<file path="src/rtl/cid_out_defines.svh">
// register offsets, field positions, reset values and timing counts of the caller id output
`ifndef CID_OUT_DEFINES_SVH
`define CID_OUT_DEFINES_SVH

// ****************************************
// register byte offsets
// ****************************************
`define CID_REG_CTRL    4'h0
`define CID_REG_STATUS  4'h4
`define CID_REG_MASK    4'h8
`define CID_REG_DATA    4'hc
`define CID_ADDR_W      4

// ****************************************
// fields
// ****************************************
`define CID_CTRL_FSK_EN 0
`define CID_CTRL_RESET  1'h1
`define CID_EV_RING     0
`define CID_EV_BYTE     1
`define CID_EV_ALERT    2
`define CID_EV_W        3
`define CID_RESP_OKAY   2'h0
`define CID_RESP_SLVERR 2'h2

// ****************************************
// synchronised pin indices
// ****************************************
`define CID_PIN_RING    0
`define CID_PIN_RC      1
`define CID_PIN_SCLK    2
`define CID_PIN_FSK     3
`define CID_PIN_ALERT   4
`define CID_PIN_MODE    5
`define CID_PIN_IRQ     6
`define CID_PINS        7
// reset image of the synchronisers: ring quiet, rc charged, fsk mark, sclk low,
// mode 1, irq wire released; a busy reset image would fake ring and alert edges
`define CID_PIN_IDLE    7'h6a

// ****************************************
// timing
// ****************************************
`define CID_CLK_HZ      25000000
`define CID_BAUD_HZ     1200
`define CID_BIT_CYCLES  (`CID_CLK_HZ / `CID_BAUD_HZ)

`endif

</file>
<file path="src/rtl/cid_out_pkg.sv">
// types shared by the caller id output modules
package cid_out_pkg;
  typedef enum logic [1:0] {
    CID_RX_IDLE  = 2'h0,
    CID_RX_START = 2'h1,
    CID_RX_DATA  = 2'h3,
    CID_RX_STOP  = 2'h2
  } cid_rx_state_e;
endpackage

</file>
<file path="src/rtl/cid_rx_if.sv">
// carrier between the byte assembler and the output logic
interface cid_rx_if;
  logic       bit_lvl;
  logic       enable;
  logic       tick;
  logic       phase_hi;
  logic       byte_done;
  logic [7:0] byte_val;
  modport asm (input bit_lvl, enable, output tick, phase_hi, byte_done, byte_val);
  modport top (output bit_lvl, enable, input tick, phase_hi, byte_done, byte_val);
endinterface

</file>
<file path="src/rtl/cid_byte_asm.sv">
// bit timing recovery and character assembly of the demodulated fsk stream
`include "cid_out_defines.svh"
module cid_byte_asm
  import cid_out_pkg::*;
#(
  parameter int BIT_CYCLES = `CID_BIT_CYCLES
) (
  input  wire logic clk_in,
  input  wire logic rstn_in,
  cid_rx_if.asm     rx
);
  localparam logic [15:0] BIT_LAST = 16'(BIT_CYCLES - 1);
  localparam logic [15:0] HALF     = 16'(BIT_CYCLES / 2);

  typedef struct packed {
    cid_rx_state_e st;
    logic [15:0]   cnt;
    logic [7:0]    bits;
    logic [2:0]    idx;
    logic          prev;
    logic          tick;
    logic          phase;
    logic          done;
    logic [7:0]    byte_q;
  } cid_asm_s;

  cid_asm_s r_reg;
  cid_asm_s r_next;

  always_comb begin
    r_next      = r_reg;
    r_next.tick = 1'b0;
    r_next.done = 1'b0;
    r_next.prev = rx.bit_lvl;
    // free running bit clock, realigned on every start edge
    if (r_reg.cnt == BIT_LAST) begin
      r_next.cnt  = 16'h0000;
      r_next.tick = 1'b1;
    end else begin
      r_next.cnt = r_reg.cnt + 16'h0001;
    end
    unique case (r_reg.st)
      CID_RX_IDLE: begin
        if (rx.enable && r_reg.prev && !rx.bit_lvl) begin
          r_next.st  = CID_RX_START;
          r_next.cnt = 16'h0000;
        end
      end
      CID_RX_START: begin
        // a start bit that is gone at mid-bit was a glitch
        if (r_reg.cnt == HALF - 16'h0001) begin
          r_next.st  = rx.bit_lvl ? CID_RX_IDLE : CID_RX_DATA;
          r_next.idx = 3'h0;
        end
      end
      CID_RX_DATA: begin
        if (r_reg.cnt == HALF - 16'h0001) begin
          r_next.bits = {rx.bit_lvl, r_reg.bits[7:1]};
          r_next.idx  = r_reg.idx + 3'h1;
          if (r_reg.idx == 3'h7) begin
            r_next.st = CID_RX_STOP;
          end
        end
      end
      CID_RX_STOP: begin
        // start and stop are stripped; a missing stop bit drops the character
        if (r_reg.cnt == HALF - 16'h0001) begin
          r_next.st     = CID_RX_IDLE;
          r_next.done   = rx.bit_lvl;
          r_next.byte_q = rx.bit_lvl ? r_reg.bits : r_reg.byte_q;
        end
      end
    endcase
    if (!rx.enable) begin
      r_next.st = CID_RX_IDLE;
    end
    r_next.phase = (r_next.cnt < HALF);
  end

  always_ff @(posedge clk_in or negedge rstn_in) begin
    if (!rstn_in) begin
      r_reg <= '{st: CID_RX_IDLE, prev: 1'b1, default: '0};
    end else begin
      r_reg <= r_next;
    end
  end

  assign rx.tick      = r_reg.tick;
  assign rx.phase_hi  = r_reg.phase;
  assign rx.byte_done = r_reg.done;
  assign rx.byte_val  = r_reg.byte_q;
endmodule

</file>
<file path="src/rtl/cid_out_top.sv">
// caller id serial output, ring indication and interrupt logic with axi4-lite registers
//
// Summary of operation
// - mode 0 drives clock and data itself
// - mode 1 host clocks out each byte
// - mode 1 flags complete byte ready
// - mode pin low mode 0, high 1
// - recover data at 1200 baud
// - ring detect low on ring activity
// - ring detect held until rc releases
// - mode 1 shift on host rising edge
// - mode 0 ready marks byte boundary
// - mark is one, space is zero
// - interrupt low while any source active
//
// The register addresses and the AXI4-Lite register port were chosen for this implementation.
`include "cid_out_defines.svh"
module cid_out_top
  import cid_out_pkg::*;
#(
  parameter int BIT_CYCLES = `CID_BIT_CYCLES
) (
  input  wire logic        clk_in,
  input  wire logic        rstn_in,
  // ****************************************
  // axi4-lite slave
  // ****************************************
  input  wire logic [3:0]  s_axi_awaddr_in,
  input  wire logic        s_axi_awvalid_in,
  output logic             s_axi_awready_out,
  input  wire logic [31:0] s_axi_wdata_in,
  input  wire logic [3:0]  s_axi_wstrb_in,
  input  wire logic        s_axi_wvalid_in,
  output logic             s_axi_wready_out,
  output logic [1:0]       s_axi_bresp_out,
  output logic             s_axi_bvalid_out,
  input  wire logic        s_axi_bready_in,
  input  wire logic [3:0]  s_axi_araddr_in,
  input  wire logic        s_axi_arvalid_in,
  output logic             s_axi_arready_out,
  output logic [31:0]      s_axi_rdata_out,
  output logic [1:0]       s_axi_rresp_out,
  output logic             s_axi_rvalid_out,
  input  wire logic        s_axi_rready_in,
  output logic             irq_out,
  // ****************************************
  // device pins
  // ****************************************
  input  wire logic        mode_sel_in,
  input  wire logic        fsk_bit_in,
  input  wire logic        alert_tone_valid_in,
  input  wire logic        ring_sense_in,
  input  wire logic        ring_hold_rc_in,
  output logic             ring_hold_rc_out,
  output logic             ring_hold_rc_oe_out,
  output logic             ring_detect_n_out,
  input  wire logic        serial_shift_clock_in,
  output logic             serial_shift_clock_out,
  output logic             serial_shift_clock_oe_out,
  output logic             serial_data_out,
  output logic             byte_ready_n_out,
  input  wire logic        irq_n_in,
  output logic             irq_n_out,
  output logic             irq_n_oe_out
);

  typedef struct packed {
    logic [`CID_PINS-1:0] s1;
    logic [`CID_PINS-1:0] s2;
    logic                 sclk_prev;
    logic                 alert_prev;
    logic                 ring_n;
    logic                 rc_oe;
    logic                 sclk_q;
    logic                 sclk_oe;
    logic                 data_q;
    logic                 rdy_n;
    logic [7:0]           shift;
    logic [3:0]           nbit;
    logic                 irq_pin_oe;
    logic                 ctrl_en;
    logic [`CID_EV_W-1:0] status;
    logic [`CID_EV_W-1:0] mask;
    logic [7:0]           last_byte;
    logic                 irq;
    logic [3:0]           awaddr;
    logic                 aw_have;
    logic [31:0]          wdata;
    logic                 wstrb0;
    logic                 w_have;
    logic                 awready;
    logic                 wready;
    logic                 bvalid;
    logic [1:0]           bresp;
    logic                 arready;
    logic                 rvalid;
    logic [31:0]          rdata;
    logic [1:0]           rresp;
  } cid_top_s;

  cid_top_s r_reg;
  cid_top_s r_next;

  cid_rx_if rx ();

  cid_byte_asm #(
    .BIT_CYCLES (BIT_CYCLES)
  ) u_asm (
    .clk_in  (clk_in),
    .rstn_in (rstn_in),
    .rx      (rx)
  );

  assign rx.bit_lvl = r_reg.s2[`CID_PIN_FSK];
  assign rx.enable  = r_reg.ctrl_en;

  function automatic logic addr_known(input logic [3:0] a);
    addr_known = (a == `CID_REG_CTRL) || (a == `CID_REG_STATUS) ||
                 (a == `CID_REG_MASK) || (a == `CID_REG_DATA);
  endfunction

  logic                 mode1;
  logic                 ring_act;
  logic                 sclk_rise;
  logic                 wr_fire;
  logic [`CID_EV_W-1:0] ev_set;
  logic [`CID_EV_W-1:0] ev_clr;

  always_comb begin
    r_next            = r_reg;
    r_next.s1         = {irq_n_in, mode_sel_in, alert_tone_valid_in, fsk_bit_in,
                         serial_shift_clock_in, ring_hold_rc_in, ring_sense_in};
    r_next.s2         = r_reg.s1;
    r_next.sclk_prev  = r_reg.s2[`CID_PIN_SCLK];
    r_next.alert_prev = r_reg.s2[`CID_PIN_ALERT];
    mode1             = r_reg.s2[`CID_PIN_MODE];
    ring_act          = r_reg.s2[`CID_PIN_RING];
    sclk_rise         = r_reg.s2[`CID_PIN_SCLK] && !r_reg.sclk_prev;
    ev_set            = '0;
    ev_clr            = '0;

    // ****************************************
    // ring indication
    // ****************************************
    // the rc pin is held discharged while ringing; after release the
    // indication waits for the capacitor to charge past the threshold
    r_next.rc_oe = ring_act;
    if (ring_act) begin
      r_next.ring_n = 1'b0;
    end else if (r_reg.s2[`CID_PIN_RC] && !r_reg.rc_oe) begin
      r_next.ring_n = 1'b1;
    end
    ev_set[`CID_EV_RING]  = r_reg.ring_n && !r_next.ring_n;
    ev_set[`CID_EV_ALERT] = r_reg.s2[`CID_PIN_ALERT] && !r_reg.alert_prev;
    ev_set[`CID_EV_BYTE]  = rx.byte_done;
    if (rx.byte_done) begin
      r_next.last_byte = rx.byte_val;
    end

    // ****************************************
    // serial output
    // ****************************************
    if (!mode1) begin
      // device paced stream: clock follows recovered bit timing
      r_next.sclk_oe = 1'b1;
      r_next.sclk_q  = rx.phase_hi;
      r_next.data_q  = r_reg.s2[`CID_PIN_FSK];
      r_next.nbit    = 4'h8;
      if (rx.byte_done) begin
        r_next.rdy_n = 1'b0;
      end else if (rx.tick) begin
        r_next.rdy_n = 1'b1;
      end
    end else begin
      r_next.sclk_oe = 1'b0;
      r_next.sclk_q  = 1'b0;
      // a new byte overwrites one that is not fully read yet
      if (rx.byte_done) begin
        r_next.shift = rx.byte_val;
        r_next.data_q = rx.byte_val[0];
        r_next.nbit  = 4'h0;
        r_next.rdy_n = 1'b0;
      end else if (sclk_rise && r_reg.nbit != 4'h8) begin
        r_next.shift  = {1'b0, r_reg.shift[7:1]};
        r_next.data_q = r_reg.shift[1];
        r_next.nbit   = r_reg.nbit + 4'h1;
        if (r_reg.nbit == 4'h7) begin
          r_next.rdy_n = 1'b1;
        end
      end
    end
    r_next.irq_pin_oe = !r_next.ring_n || !r_next.rdy_n ||
                        r_reg.s2[`CID_PIN_ALERT];

    // ****************************************
    // axi4-lite write
    // ****************************************
    if (s_axi_awvalid_in && r_reg.awready) begin
      r_next.awaddr  = s_axi_awaddr_in;
      r_next.aw_have = 1'b1;
    end
    if (s_axi_wvalid_in && r_reg.wready) begin
      r_next.wdata  = s_axi_wdata_in;
      r_next.wstrb0 = s_axi_wstrb_in[0];
      r_next.w_have = 1'b1;
    end
    wr_fire = r_reg.aw_have && r_reg.w_have && !r_reg.bvalid;
    if (wr_fire) begin
      r_next.aw_have = 1'b0;
      r_next.w_have  = 1'b0;
      r_next.bvalid  = 1'b1;
      r_next.bresp   = addr_known(r_reg.awaddr) ? `CID_RESP_OKAY : `CID_RESP_SLVERR;
      if (r_reg.wstrb0) begin
        unique case (r_reg.awaddr)
          `CID_REG_CTRL:   r_next.ctrl_en = r_reg.wdata[`CID_CTRL_FSK_EN];
          `CID_REG_STATUS: ev_clr = r_reg.wdata[`CID_EV_W-1:0];
          `CID_REG_MASK:   r_next.mask = r_reg.wdata[`CID_EV_W-1:0];
          default: ;
        endcase
      end
    end else if (r_reg.bvalid && s_axi_bready_in) begin
      r_next.bvalid = 1'b0;
    end
    // an event in the clearing cycle survives
    r_next.status  = (r_reg.status & ~ev_clr) | ev_set;
    r_next.irq     = |(r_next.status & r_next.mask);
    r_next.awready = !r_next.aw_have && !r_next.bvalid;
    r_next.wready  = !r_next.w_have && !r_next.bvalid;

    // ****************************************
    // axi4-lite read
    // ****************************************
    if (s_axi_arvalid_in && r_reg.arready) begin
      r_next.rvalid = 1'b1;
      r_next.rresp  = addr_known(s_axi_araddr_in) ? `CID_RESP_OKAY : `CID_RESP_SLVERR;
      unique case (s_axi_araddr_in)
        `CID_REG_CTRL:   r_next.rdata = {31'h0, r_reg.ctrl_en};
        `CID_REG_STATUS: r_next.rdata = {29'h0, r_reg.status};
        `CID_REG_MASK:   r_next.rdata = {29'h0, r_reg.mask};
        `CID_REG_DATA:   r_next.rdata = {20'h0, r_reg.s2[`CID_PIN_IRQ], r_reg.rdy_n,
                                         r_reg.ring_n, mode1, r_reg.last_byte};
        default:         r_next.rdata = 32'h0;
      endcase
    end else if (r_reg.rvalid && s_axi_rready_in) begin
      r_next.rvalid = 1'b0;
    end
    r_next.arready = !r_next.rvalid;
  end

  always_ff @(posedge clk_in or negedge rstn_in) begin
    if (!rstn_in) begin
      r_reg <= '{s1: `CID_PIN_IDLE, s2: `CID_PIN_IDLE, ring_n: 1'b1, rdy_n: 1'b1,
                 nbit: 4'h8, data_q: 1'b1, ctrl_en: `CID_CTRL_RESET, default: '0};
    end else begin
      r_reg <= r_next;
    end
  end

  assign s_axi_awready_out         = r_reg.awready;
  assign s_axi_wready_out          = r_reg.wready;
  assign s_axi_bvalid_out          = r_reg.bvalid;
  assign s_axi_bresp_out           = r_reg.bresp;
  assign s_axi_arready_out         = r_reg.arready;
  assign s_axi_rvalid_out          = r_reg.rvalid;
  assign s_axi_rdata_out           = r_reg.rdata;
  assign s_axi_rresp_out           = r_reg.rresp;
  assign irq_out                   = r_reg.irq;
  assign ring_hold_rc_out          = 1'b0;
  assign ring_hold_rc_oe_out       = r_reg.rc_oe;
  assign ring_detect_n_out         = r_reg.ring_n;
  assign serial_shift_clock_out    = r_reg.sclk_q;
  assign serial_shift_clock_oe_out = r_reg.sclk_oe;
  assign serial_data_out           = r_reg.data_q;
  assign byte_ready_n_out          = r_reg.rdy_n;
  assign irq_n_out                 = 1'b0;
  assign irq_n_oe_out              = r_reg.irq_pin_oe;
endmodule

</file>
<file path="config.mk">
export PLATFORM = sky130hd
export DESIGN_NAME = cid_out_top
export DESIGN_NICKNAME = d
export VERILOG_FILES = /design/src/rtl/cid_out_pkg.sv /design/src/rtl/cid_rx_if.sv /design/src/rtl/cid_byte_asm.sv /design/src/rtl/cid_out_top.sv
export VERILOG_INCLUDE_DIRS = /design/src /design/src/rtl
export SDC_FILE = /design/constraint.sdc
export NUM_CORES = 1
export LEC_CHECK = 0
export BUFFER_PORTS_ARGS = -buffer_cell sky130_fd_sc_hd__buf_2
export CAP_MARGIN = 20
export CORE_MARGIN = 4
export CORE_UTILIZATION = 28
export CTS_CLUSTER_DIAMETER = 120
export DETAILED_ROUTE_END_ITERATION = 6
export SLEW_MARGIN = 40
export SYNTH_ARGS = -nofsm -noshare
export SYNTH_HDL_FRONTEND = slang
export SYNTH_SLANG_ARGS = --single-unit
</file>
<file path="constraint.sdc">
create_clock -name clk_in -period 2 [get_ports clk_in]
set_input_delay 0.5 -clock clk_in [delete_from_list [all_inputs] [get_ports clk_in]]
set_output_delay 0.5 -clock clk_in [all_outputs]
set_load 0.01 [all_outputs]
</file>
Word level (Yosys, flattened, before mapping)
Cells that the tools add are included.
Word-level totals
  memory bits (read-only): 0
  input port bits: 58
  logic and storage cells: 160
  output and inout port bits: 51
  register bits: 143
  memory bits (writable): 0
  memories: 0
  latch bits: 0
Operators by class
  bitwise gates (word level): 4
  add/sub/neg operators: 3
  equal/unequal tests: 22
  reductions and logical operators: 47
  divide/modulo/power cells: 0
  $mul: 0
  order comparisons: 1
  mux-type cells: 43
  shift operators: 0
Operators by type and width (number)
  one-hot mux 12 bit (4 select lines): 1
  two-way mux 16 bit: 2
  two-way mux 14 bit: 2
  two-way mux 3 bit: 8
  two-way mux 18 bit: 1
  two-way mux 9 bit: 2
  adder 16 x 1 -> 16 bit, second input constant: 1
  == test 16 x 14 -> 1 bit, second input constant: 1
  == test 16 x 15 -> 1 bit, second input constant: 1
  == test 4 bit, second input constant: 4
  logical AND 1 bit: 16
  < comparator 16 x 14 -> 1 bit, second input constant: 1
  two-way mux 2 bit: 8
  inequality test 3 x 2 -> 1 bit, second input constant: 5
  two-way mux 1 bit: 14
  == test 4 x 3 -> 1 bit, second input constant: 3
  zero test 1 bit: 11
  AND reduction 3 bit: 3
  zero test 4 bit: 2
  logical OR 1 bit: 8
  two-way mux 4 bit: 2
  two-way mux 8 bit: 1
  one-hot mux 2 bit (4 select lines): 1
  AND 3 bit: 2
  16 further kinds: 20

Logic depth before layout (Yosys ltp)
Gate-level depths: netlist of the first run.
  depth after elaboration: 9
  mapped depth: 8
  gate-level depth less buffers: 7

Hierarchy
From an unflattened synthesis of the first run, not the netlist that was laid out.
Unflattened totals
  cells, all modules: 461
  area, all modules: 5412.7 um2
By module, submodules not included
  cid_out_top: instances 1, cells each 272, area an instance 3343.2 um2, seq. area each 1993.2 um2
  cid_byte_asm: instances 1, cells each 189, area an instance 2069.5 um2, seq. area each 1027.2 um2

Worst setup path after synthesis of the first run
OpenSTA, ideal clock, no wires.
  kind: reg2reg
  start point: register u_asm.r_reg[23] (netlist bit)
  end point: register u_asm.r_reg[15] (netlist bit)
  data required time: 1875 ps
  arrival: 1921 ps
  clock period less this slack: 2046 ps
  cell stages (with the launch flop): 9
  buffers on the path: 2
  slack: -46 ps
  library setup time: 125 ps
  cells stage by stage: dfrtp_1 -> ha_1 -> and3_1 -> buf_2 -> nand4_4 -> or2_1 -> buf_6 -> nor2_8 -> mux2_4
Between the ends
  word-level cells in the longest chain between the ends: 2
RTL lines
  start, declared: line cid_byte_asm.sv:27  | cid_asm_s r_reg;
  start signal, assigned: line cid_byte_asm.sv:84  | r_reg <= r_next;
  == test 16 x 14 -> 1 bit: line cid_byte_asm.sv:57  | if (r_reg.cnt == HALF - 16'h0001) begin
  AND reduction 2 bit (no source line)
No other way between the ends.
A chain may end at the register's enable or synchronous reset.

==> impl_results.rst, run 1 <==
.. list-table::
   :header-rows: 1

   * - Metric
     - Value
   * - Multi-input logic area
     - 2030 µm²
   * - Post-synth EDFFs
     - 0
   * - Layout area overhead
     - 24.2%
   * - Fraction of final layout cells with drive strength greater than 1
     - 36.6%
   * - Maximum number of pins on one net before global-route repair
     - 86
   * - Global-route wire length before repair
     - 18100 µm
   * - Number of global-route vias before repair
     - 3646
   * - Seq. cell area
     - 3020 µm²
   * - Leakage component of the power
     - 3.11 nW
   * - # rows
     - 50
   * - CTS tree
     - yes
   * - Global placement routability congestion
     - 0.767
   * - Crit path buf inv count
     - 0
   * - Distinct cells, synth
     - 62
   * - Most common cell after layout, fill and taps aside
     - dfrtp_1
   * - Synthesized area per cell
     - 11.9 µm²
   * - Fill count
     - 1794
   * - Overall via count from detail_route
     - 3486
   * - Largest buffer count on any clock path
     - 2
   * - Worst-case setup margin in the final layout
     - 39.3 ps
   * - Critical path capture point type
     - flip-flop
   * - Root Buffer Master
     - clkbuf_16
   * - Pwr Total
     - 7.19 mW
   * - Clock latency of the later-clocked register in the worst-skew pair
     - 410 ps
   * - Cell count after synthesis
     - 446
   * - Endpoint arrival time on the critical path
     - 2260 ps
   * - Min cycle time layout
     - 1960 ps
   * - Dominant register cell in the synthesized netlist
     - dfrtp_1
   * - DRC viols
     - 0
   * - Fraction of registers with async set/reset
     - 100%
   * - Largest stage delay, worst path
     - 440 ps
   * - Slew of the pin with the lowest slew margin
     - 544 ps
   * - Leading cell types in the layout, fill and taps excluded
     - dfrtp_1, buf_2, nand2_1, buf_4, nor2_1
   * - Cell type group with the largest total delay on the critical path
     - simple AND/OR/NAND/NOR gates
   * - Antenna fix cells
     - 0
   * - Worst slack at placement
     - -16.6 ps
   * - Remaining max-slew budget at the tightest pin
     - 63.7%
   * - Maximum resistive drop on vdd
     - 0.518 mV
   * - Skew final
     - 6.12 ps
   * - Antenna violations before repair
     - 0
   * - Maximum clock rate
     - 510 MHz
   * - Final number of max-transition violations
     - 0
   * - # IOs
     - 109
   * - Final count of negative-setup-slack endpoints
     - 0
   * - Max Fanout on Critical Path
     - 3
   * - Run status
     - complete, no violations
   * - Clock input transition at the sequential cells of the worst setup and hold paths
     - 60 ps
   * - Setup TNS after final layout
     - 0 ps
   * - Routed wire length per instance
     - 13.6 µm
   * - Final hold violations
     - 0
   * - Critical Path Start Type
     - flip-flop
   * - Number of flip-flops in the largest register
     - 40
   * - Total of buffers placed on input and output ports
     - 52
   * - Hpwl dp
     - 7450 µm
   * - Antenna Nets Post-Route
     - 0
   * - Width of the die
     - 146 µm
   * - Syn Std Cell Area
     - 5300 µm²
   * - Sinks on the clock net
     - 120
   * - Power Dens Cells
     - 1090 nW/µm²
   * - Critical path cell sequence
     - or3b_4, nor4b_4, nand2_1, a21o_1, a22oi_2, a21bo_1
   * - Initial Utilization
     - 28.4%
   * - Total routing usage reported by global routing
     - 10.5%
   * - Number of warnings printed during yosys synthesis
     - 0
   * - Core Footprint
     - 18600 µm²
   * - Required time at the endpoint of the critical path
     - 2300 ps
   * - GR Overflow Total
     - 0
   * - Max-capacitance violation count
     - 0
   * - Level count of the clock H-tree
     - 4
   * - Final instance count without filler cells
     - 775
   * - Final routed wirelength across all metal layers
     - 10600 µm
   * - Starting DRC count in detailed routing
     - 199
   * - Pre-antenna DRT Iters
     - 4
   * - Number of buffers inserted during clock tree synthesis
     - 17
   * - Type of the worst min-delay path
     - input pin to flip-flop
   * - Placed Instances
     - 733
   * - Post-synthesis sequential area ratio
     - 57.0%
   * - Yosys reg bits
     - 120
   * - Final net count
     - 592
   * - Die outline height
     - 146 µm
   * - Max stage delay cell, worst path
     - or3b_4
   * - Die Footprint
     - 21200 µm²
   * - Final cycle utilization of the critical path
     - 98.0%
   * - Drt via density
     - 4.50
   * - Critical Setup Path Class
     - flip-flop to flip-flop
-- kinds of logic (layout without fill, tap and decap cells) --
family,count (synthesis),after routing,synth area share (%)
flip-flops,120,120,57.0
multiplexers,42,42,9.69
AND/OR/NAND/NOR,129,130,13.2
adder cells (fa/ha/maj),6,6,1.42
other,1,24,0.0708
AO/OA/AOI/OAI,65,65,8.11
buffers and inverters,66,137,7.70
XOR/XNOR,17,17,2.81
-- metrics by stage --
stage	area (µm²)	hold slack, ps	utilization [%]
floorplan	5400	204	-
global placement	5840	336	31.3
detailed placement	5840	336	31.3
CTS	6460	163	34.7
global route	6580	167	35.3
finish	6580	187	35.3
-- path summary, 6_finish.rpt --
check,from,depth (start not counted),slack (ps),end
hold / removal,ring_hold_rc_in,1,190,r_next[118]$_DFF_PN1_
min in group asynchronous,rstn_in,2,520,u_asm.r_reg[24]$_DFF_PN0_
hold reg to reg,r_next[119]$_DFF_PN0_,0,350,r_next[116]$_DFF_PN0_
setup / recovery,r_reg[76]$_DFFE_PN0P_,6,40,irq_out$_DFF_PN0_
setup reg to reg,r_reg[76]$_DFFE_PN0P_,6,40,irq_out$_DFF_PN0_
max in group asynchronous,rstn_in,3,740,r_next[123]$_DFF_PN1_
-- repair_timing --
action                     CTS  global route
setup endpoints to repair    1            33
pin swaps                    0            11
hold endpoints to repair    15             0
setup buffers                0             8
gates cloned                 0             1
gates resized for setup      2            12
hold buffers                 1             0
-- metal layers --
| layer | wire length, µm | global-route usage, % |
|---|---|---|
| met4 | 245 | 5.37 |
| met3 | 418 | 2.87 |
| met5 | 0 | 0 |
| met1 | 4600 | 12.6 |
| met2 | 5300 | 17.3 |
-- worst register-to-register path, stage by stage (launching register included) --
cell and delay (ps):
dfrtp_1 390, or3b_4 440, nor4b_4 370, nand2_1 100, a21o_1 190, a22oi_2 150
a21bo_1 210
-- synthesized netlist by cell type, types with 3 or more instances --
cell type	count	area share, %
dfstp_2	14	6.9
buf_4	38	5.4
nand4_1	5	0.59
nor3_1	7	0.66
o21ai_0	22	2.1
mux2_2	31	6.6
mux2_4	8	2.3
and3_1	5	0.59
ha_1	6	1.4
nand3_1	9	0.85
xor2_1	12	2.0
a21oi_1	7	0.66
xnor2_1	5	0.83
clkbuf_1	8	0.57
nand2_1	38	2.7
nor3b_1	3	0.43
nor2_1	34	2.4
dfrtp_1	106	50
inv_1	14	0.99
a22oi_1	10	1.4
a22o_1	11	1.8
nor2b_1	6	0.71
a31oi_1	3	0.35
-- power breakdown --
| group | internal, mW | total (mW) | switching, mW | leakage [nW] |
|---|---|---|---|---|
| sequential | 2.73 | 2.98 | 0.242 | 1.53 |
| clock | 1.96 | 3.09 | 1.13 | 0.293 |
| combinational | 0.560 | 1.12 | 0.564 | 1.29 |
| total | 5.26 | 7.19 | 1.93 | 3.11 |
-- area by class of cell --
type,instances,area share [%]
flip-flops and latches,120,46.0
multi-input cells,284,30.8
repair buffers,90,8.75
clock buffers,17,6.47
well taps,234,4.45
clock inverters,15,2.70
inverters,15,0.856
Note: power is estimated with default switching activity, not from simulation.
==> inputs of run 2 (changes only) <==
--- a/config.mk
+++ b/config.mk
@@ -6,6 +6,7 @@
 export SDC_FILE = /design/constraint.sdc
 export NUM_CORES = 1
 export LEC_CHECK = 0
+export ABC_AREA = 1
 export BUFFER_PORTS_ARGS = -buffer_cell sky130_fd_sc_hd__buf_2
 export CAP_MARGIN = 20
 export CORE_MARGIN = 4
==> run 2 against run 1 <==
Cell count is 20% higher. Clock skew up 3.0 ps. First-iteration DRC count increased by 25%. Critical path type unchanged. Critical endpoint is now u_asm.rx.byte_val[2]$_DFFE_PN0P_. Largest power group unchanged.
==> impl_results.rst, run 2 <==
.. list-table::
   :header-rows: 1

   * - Metric
     - Value
   * - Run status
     - complete, no violations
   * - Final count of negative-setup-slack endpoints
     - 0 (unchanged)
   * - Area contributors post-synth
     - dfrtp_1, nand2_1, dfstp_2
   * - Min cycle time layout
     - 1790 ps (-173 ps)
   * - Global-route wire length before repair
     - 18400 µm (+1.2%)
   * - # rows
     - 50 (unchanged)
   * - Most common cell after layout, fill and taps aside
     - nand2_1
   * - Overall via count from detail_route
     - 3912 (+12%)
   * - Cell count after synthesis
     - 601 (+35%)
   * - Root Buffer Master
     - clkbuf_16
   * - Hpwl dp
     - 7910 µm (+6.3%)
   * - Critical path capture point type
     - flip-flop
   * - Min Hold Slack
     - 182 ps (-4.78 ps)
   * - Core Footprint
     - 19000 µm² (+1.7%)
   * - Width of the die
     - 148 µm (+1.5%)
   * - CTS tree
     - yes
   * - Switching part of the total
     - 28.8% (+1.9 points)
   * - Share of Yosys cell area claimed by the top area cell type
     - 48.6% (-1.5 points)
   * - Type of the worst min-delay path
     - input pin to flip-flop
   * - Fraction of registers with async set/reset
     - 100% (unchanged)
   * - Endpoint arrival time on the critical path
     - 2090 ps (-170 ps)
   * - Largest area contributor in the synthesized netlist
     - dfrtp_1
   * - Part of the power in combinational logic
     - 13.4% (-2.2 points)
   * - Initial Utilization
     - 28.8% (+0.42 points)
   * - Max-capacitance violation count
     - 0 (unchanged)
   * - Post-synth EDFFs
     - 0 (unchanged)
   * - GR Overflow Total
     - 0 (unchanged)
   * - Clock latency of the later-clocked register in the worst-skew pair
     - 410 ps (about the same)
   * - Final number of max-transition violations
     - 0 (unchanged)
   * - Antenna violations before repair
     - 0 (unchanged)
   * - Power Dens Cells
     - 1090 nW/µm² (-0.65%)
   * - Worst Reg-to-Reg Cells
     - 8 (+2)
   * - Fraction of final layout cells with drive strength greater than 1
     - 22.0% (-15 points)
   * - Critical Path Start Type
     - flip-flop
   * - Skew final
     - 9.07 ps (+2.96 ps)
   * - Total of buffers placed on input and output ports
     - 52 (unchanged)
   * - Synthesized area per cell
     - 9.09 µm² (-23%)
   * - Routed wire length per instance
     - 11.6 µm (-15%)
   * - Dominant register cell in the synthesized netlist
     - dfrtp_1
   * - Largest buffer count on any clock path
     - 2 (unchanged)
   * - Number of buffers inserted during clock tree synthesis
     - 17 (unchanged)
   * - Final cycle utilization of the critical path
     - 89.4% (-8.6 points)
   * - Hold_sp
     - mode_sel_in
   * - Fraction of power consumed by sequential logic
     - 40.9% (-0.5 points)
   * - Most numerous cell types in the synthesized netlist
     - nand2_1, dfrtp_1, inv_1
   * - Critical Setup Path Class
     - flip-flop to flip-flop
   * - Setup TNS after final layout
     - 0 ps (unchanged)
   * - Placed Instances
     - 899 (+23%)
   * - Final hold violations
     - 0 (unchanged)
   * - Antenna Nets Post-Route
     - 0 (unchanged)
   * - Die Footprint
     - 21800 µm² (+3.0%)
   * - Yosys reg bits
     - 120 (unchanged)
   * - Most common cell in the synthesized netlist
     - nand2_1
   * - # IOs
     - 109 (unchanged)
   * - Clock input transition at the sequential cells of the worst setup and hold paths
     - 60 ps (about the same)
   * - DRC viols
     - 0 (unchanged)
   * - Number of flip-flops in the largest register
     - 40 (unchanged)
   * - Required time at the endpoint of the critical path
     - 2300 ps (about the same)
   * - Maximum clock rate
     - 559 MHz (+9.7%)
   * - Post-CTS setup-driven buffer insertion count
     - 0 (unchanged)
   * - Reg-to-reg slack, setup
     - 210 ps (+170 ps)
   * - Number of global-route vias before repair
     - 3800 (+4.2%)
   * - Hold-fix buffers at CTS
     - 1 (unchanged)
   * - Launching element of the worst setup path
     - u_asm.r_reg[24]$_DFF_PN0_
   * - Leakage component of the power
     - 3.18 nW (+2.3%)
   * - Setup repair after global routing missed its margin
     - false
   * - Sinks on the clock net
     - 120 (unchanged)
   * - Syn Std Cell Area
     - 5460 µm² (+3.2%)
   * - Die outline height
     - 148 µm (+1.5%)
   * - Layout area overhead
     - 19.9%
   * - Worst slack at placement
     - 235 ps (+252 ps)
   * - Maximum number of pins on one net before global-route repair
     - 65 (-24%)
   * - Level count of the clock H-tree
     - 4 (unchanged)
   * - Post-route cell area
     - 6550 µm² (-0.42%)
   * - Area post-placement
     - 5910 µm² (+1.1%)
   * - Number of warnings printed during yosys synthesis
     - 0 (unchanged)
   * - Source of the worst register-to-register timing path
     - u_asm.r_reg[24]$_DFF_PN0_
   * - Resized cells post-CTS
     - 0 (-2)
   * - Starting DRC count in detailed routing
     - 249 (+25%)
   * - Switching power summed over all nets
     - 2.05 mW (+5.9%)
   * - Post-synthesis sequential area ratio
     - 55.3% (-1.8 points)
   * - Max Fanout on Critical Path
     - 15 (+12)
   * - Worst R2R End
     - u_asm.rx.byte_val[2]$_DFFE_PN0P_
   * - Maximum resistive drop on vdd
     - 0.574 mV (+11%)
   * - Final routed wirelength across all metal layers
     - 10800 µm (+2.3%)
   * - Termination of the worst setup path
     - u_asm.rx.byte_val[2]$_DFFE_PN0P_
   * - Proportion of power drawn by the clock network
     - 45.7% (+2.7 points)
   * - Worst-case setup margin in the final layout
     - 212 ps (+173 ps)
   * - Cell internal pwr
     - 5.07 mW (-3.6%)
   * - Final net count
     - 723 (+22%)
   * - Pre-antenna DRT Iters
     - 4 (unchanged)
   * - Pwr Total
     - 7.11 mW (-1.1%)
   * - Total routing usage reported by global routing
     - 10.4% (-0.061 points)
   * - Antenna fix cells
     - 0 (unchanged)
   * - Leading cell types in the layout, fill and taps excluded
     - nand2_1, dfrtp_1, inv_1, buf_2, nor2_1
   * - Final instance count without filler cells
     - 932 (+20%)
   * - Global placement routability congestion
     - 0.885 (+15%)
   * - Share of the core filled with cells
     - 34.5% (-0.73 points)
   * - Drt via density
     - 4.20 (-6.7%)
   * - Distinct cells, synth
     - 40 (-35%)
[run 2: cell types whose count changed in the layout (fill, tap and decap cells not counted), moves of 10 or more]
cell	previous run	this run
buf_4	36	8
inv_1	14	73
mux2_2	31	0
nand2_1	38	141
nand3_1	8	27
nand4_1	5	15
o21ai_0	22	39
o21ai_2	1	15
[run 2: worst max-delay path, cell delays in order (launching register included)]
cell and delay, ps:
dfrtp_1 390, ha_1 180, nand2_1 90, nor2_2 160, nor4b_2 380, nand4_2 170, buf_12 190, nand2_1 70
o21ai_2 50
[run 2: per-layer routing]
layer / track usage [%] / vias to the layer above / routed length (µm)
met5: 0 / - / 0
met4: 3.08 / 0 / 128
met3: 3.37 / 14 / 522
met2: 16.6 / 79 / 5120
met1: 13.6 / 1811 / 5040
li1: - / 2008 / -
[run 2: logic make-up (layout without fill, tap and decap cells)]
group | Yosys count | in the layout | synth area share, %
and+or+nand+nor | 248 | 248 | 19.8
buffers and inverters | 128 | 176 | 11.8
adders and majority gates | 6 | 6 | 1.37
xor gates and xnor gates | 5 | 5 | 0.802
other | 1 | 24 | 0.0686
AOI/OAI and AO/OA | 93 | 93 | 10.8
DFF | 120 | 120 | 55.3
[run 2: power groups by stage]
| stage | Combinational, mW | Clock [mW] | Sequential (mW) |
|---|---|---|---|
| detailed placement | 0.969 | 0 | 2.96 |
| floorplan | 0.668 | 0 | 2.94 |
| CTS | 0.974 | 3.33 | 2.91 |
| global placement | 0.946 | 0 | 2.95 |
| finish | 0.951 | 3.25 | 2.91 |
| global route | 1.11 | 3.46 | 2.96 |
[run 2: worst min-delay path by stage]
stage	endpoint	slack, ps	cells past startpoint
after global routing	r_next[120]$_DFF_PN1_	160	1
after floorplan	irq_n_oe_out$_DFF_PN0_	200	0
final	r_next[122]$_DFF_PN1_	180	1
after global placement	r_next[119]$_DFF_PN0_	320	1
after CTS	r_next[122]$_DFF_PN1_	160	1
after detailed placement	r_next[119]$_DFF_PN0_	320	1
[run 2: area by class of cell]
cell class                      count  area (µm²)
Timing Repair Buffer               63         385
Inverter                           81         304
Clock inverter                     15         205
Sequential cell                   120        3020
Clock buffer                       17         425
Multi-Input combinational cell    376        1880
Tap cell                          260         325
Fill cell                        1989       12400
==> inputs of run 3 (changes only) <==
--- a/config.mk
+++ b/config.mk
@@ -9,6 +9,7 @@
 export ABC_AREA = 1
 export BUFFER_PORTS_ARGS = -buffer_cell sky130_fd_sc_hd__buf_2
 export CAP_MARGIN = 20
+export CORE_ASPECT_RATIO = 1.4
 export CORE_MARGIN = 4
 export CORE_UTILIZATION = 28
 export CTS_CLUSTER_DIAMETER = 120
==> run 3 against run 2 <==
Clock-buffer cell count unchanged. Clock skew about the same. Sequential power about the same. Critical path type unchanged. Highest routed layer unchanged. Worst setup slack improved by 2.6 ps. Largest cell class unchanged.
==> impl_results.rst, run 3 (synthesized netlist as in run 2, its figures left out) <==
.. list-table::
   :header-rows: 1

   * - Metric
     - Value
   * - Endpoint arrival time on the critical path
     - 2090 ps (about the same)
   * - Required time at the endpoint of the critical path
     - 2300 ps (about the same)
   * - Area post-placement
     - 5850 µm² (-0.89%)
   * - Antenna violations before repair
     - 0 (unchanged)
   * - Clock latency of the later-clocked register in the worst-skew pair
     - 410 ps (about the same)
   * - Die Footprint
     - 21800 µm² (+0.15%)
   * - Hold-fix buffers at CTS
     - 0 (-1)
   * - Largest buffer count on any clock path
     - 2 (unchanged)
   * - Core Footprint
     - 19200 µm² (+1.4%)
   * - Clock input transition at the sequential cells of the worst setup and hold paths
     - 50 ps (about the same)
   * - Max-capacitance violation count
     - 0 (unchanged)
   * - Final cycle utilization of the critical path
     - 89.3% (-0.13 points)
   * - Run status
     - complete, no violations
   * - Fill count
     - 2021 (+1.6%)
   * - # IOs
     - 109 (unchanged)
   * - Critical Setup Path Class
     - flip-flop to flip-flop
   * - Met2 track demand over resource in global routing
     - 17.7% (+1.1 points)
   * - Final count of negative-setup-slack endpoints
     - 0 (unchanged)
   * - Sinks on the clock net
     - 120 (unchanged)
   * - Level count of the clock H-tree
     - 4 (unchanged)
   * - Total of buffers placed on input and output ports
     - 52 (unchanged)
   * - Starting DRC count in detailed routing
     - 277 (+11%)
   * - Max Fanout on Critical Path
     - 4 (-11)
   * - # rows
     - 60 (+20%)
   * - Share of the core filled with cells
     - 33.9% (-0.69 points)
   * - Min Hold Slack
     - 72.1 ps (-110 ps)
   * - Skew final
     - 9.50 ps (+0.427 ps)
   * - Leakage component of the power
     - 3.18 nW (about the same)
   * - Worst R2R End
     - u_asm.rx.phase_hi$_DFF_PN0_
   * - Min cycle time layout
     - 1790 ps (-2.63 ps)
   * - Highest-utilization routing layer at the global route stage
     - met2
   * - Critical path cell sequence
     - ha_1, nand2_1, nor2_1, nand2_1, o21ai_0, nand2_1, nand2_1, nand2_1, nand2_1, nand2_1, nand2_1, nor2_1
   * - Number of flip-flops in the largest register
     - 40 (unchanged)
   * - Number of buffers inserted during clock tree synthesis
     - 17 (unchanged)
   * - Cell type group with the largest total delay on the critical path
     - simple AND/OR/NAND/NOR gates
   * - Reg-to-reg slack, setup
     - 210 ps (about the same)
   * - Slew of the pin with the lowest slew margin
     - 558 ps
   * - Width of the die
     - 126 µm (-15%)
   * - Pre-antenna DRT Iters
     - 4 (unchanged)
   * - Global-route wire length before repair
     - 19100 µm (+3.8%)
   * - Post-CTS setup-driven buffer insertion count
     - 0 (unchanged)
   * - Leading cell types in the layout, fill and taps excluded
     - nand2_1, dfrtp_1, inv_1, buf_2, nor2_1
   * - Layout area overhead
     - 19.1%
   * - Remaining max-slew budget at the tightest pin
     - 62.8%
   * - Met3 usage
     - 3.14% (-0.23 points)
   * - Type of the worst min-delay path
     - input pin to async pin
   * - Setup TNS after final layout
     - 0 ps (unchanged)
   * - Number of global-route vias before repair
     - 4014 (+5.6%)
   * - Antenna Nets Post-Route
     - 0 (unchanged)
   * - Overall via count from detail_route
     - 3960 (+1.2%)
   * - Critical Path Start Type
     - flip-flop
   * - Initial Utilization
     - 28.4% (-0.39 points)
   * - Final routed wirelength across all metal layers
     - 11000 µm (+1.9%)
   * - Drt via density
     - 4.30 (+2.5%)
   * - Critical path capture point type
     - flip-flop
   * - Most common cell after layout, fill and taps aside
     - nand2_1
   * - Power Dens Cells
     - 1080 nW/µm² (-0.73%)
   * - Antenna fix cells
     - 0 (unchanged)
   * - Launching element of the worst setup path
     - u_asm.r_reg[24]$_DFF_PN0_
   * - Final net count
     - 723 (unchanged)
   * - Worst Reg-to-Reg Cells
     - 12 (+4)
   * - Routed wire length per instance
     - 12.0 µm (+3.2%)
   * - Maximum resistive drop on vdd
     - 0.504 mV (-12%)
   * - GR Overflow Total
     - 0 (unchanged)
   * - Crit path buf inv count
     - 0 (-1)
   * - Maximum number of pins on one net before global-route repair
     - 46 (-29%)
   * - Largest stage delay, worst path
     - 390 ps (about the same)
   * - CTS tree
     - yes
   * - Post-route cell area
     - 6510 µm² (-0.63%)
   * - Fraction of final layout cells with drive strength greater than 1
     - 22.6% (+0.60 points)
   * - Total routing usage reported by global routing
     - 10.7% (+0.31 points)
   * - Final hold violations
     - 0 (unchanged)
   * - Most used cell, CP
     - nand2_1
   * - GR Layer Usage met1
     - 13.1% (-0.58 points)
   * - Source of the worst register-to-register timing path
     - u_asm.r_reg[24]$_DFF_PN0_
   * - Final number of max-transition violations
     - 0 (unchanged)
   * - Setup repair after global routing missed its margin
     - false
   * - Maximum clock rate
     - 560 MHz (+0.15%)
   * - Global placement routability congestion
     - 0.896 (+1.2%)
   * - Max stage delay cell, worst path
     - dfrtp_1
   * - DRC viols
     - 0 (unchanged)
   * - Die outline height
     - 173 µm (+17%)
   * - Root Buffer Master
     - clkbuf_16
   * - Hpwl dp
     - 8150 µm (+3.0%)
-- run 3: power breakdown --
group | internal, mW | leakage [nW] | switching (mW) | total [mW]
clock network | 1.99 | 0.297 | 1.15 | 3.14
registers | 2.73 | 1.53 | 0.188 | 2.92
logic | 0.314 | 1.35 | 0.642 | 0.956
total | 5.03 | 3.18 | 1.98 | 7.02
-- run 3: stage by stage --
stage	std cells	power, mW	setup slack (ps)
after floorplan	624	3.61	413
after global placement	887	3.90	210
after detailed placement	887	3.92	176
after CTS	919	7.11	156
after global routing	920	7.44	6.69
final	920	7.02	214
-- run 3: worst max-delay path by stage --
stage,end,slack (ps),depth (start not counted)
2_1_floorplan,u_asm.rx.byte_val[5]$_DFFE_PN0P_,410,8
3_3_place_gp,u_asm.r_reg[16]$_DFFE_PN0P_,210,8
3_5_place_dp,u_asm.rx.byte_val[4]$_DFFE_PN0P_,180,8
4_1_cts,u_asm.rx.phase_hi$_DFF_PN0_,160,12
5_1_grt,u_asm.rx.phase_hi$_DFF_PN0_,7,12
6_report,u_asm.rx.phase_hi$_DFF_PN0_,210,12
-- run 3: routing by layer --
metal | wire (µm) | share of wire (%) | up-vias
met5 | 0 | 0 | -
met4 | 214 | 1.9 | 0
met2 | 5490 | 50 | 81
met1 | 4840 | 44 | 1863
met3 | 463 | 4.2 | 17
li1 | - | - | 1999
-- run 3: area by class of cell --
class,instances,area (µm²),share of cell area [%]
clock inverters,15,191,2.94
clock buffers,17,425,6.54
repair buffers,62,338,5.19
flip-flops and latches,120,3020,46.4
inverters,81,304,4.67
multi-input cells,377,1920,29.5
well taps,248,310,4.77
-- run 3: timing repair --
item | 4_1_cts | 5_1_grt
setup endpoints to repair | 0 | 9
hold endpoints to repair | 0 | 0
resized for setup | 0 | 7
-- run 3: worst register-to-register path, stage by stage (launching register included) --
cell,delay [ps]
dfrtp_1,390
ha_1,180
nand2_1,90
nor2_1,270
nand2_1,110
o21ai_0,170
nand2_1,110
nand2_1,110
nand2_1,60
nand2_1,50
nand2_1,40
nand2_1,50
nor2_1,40
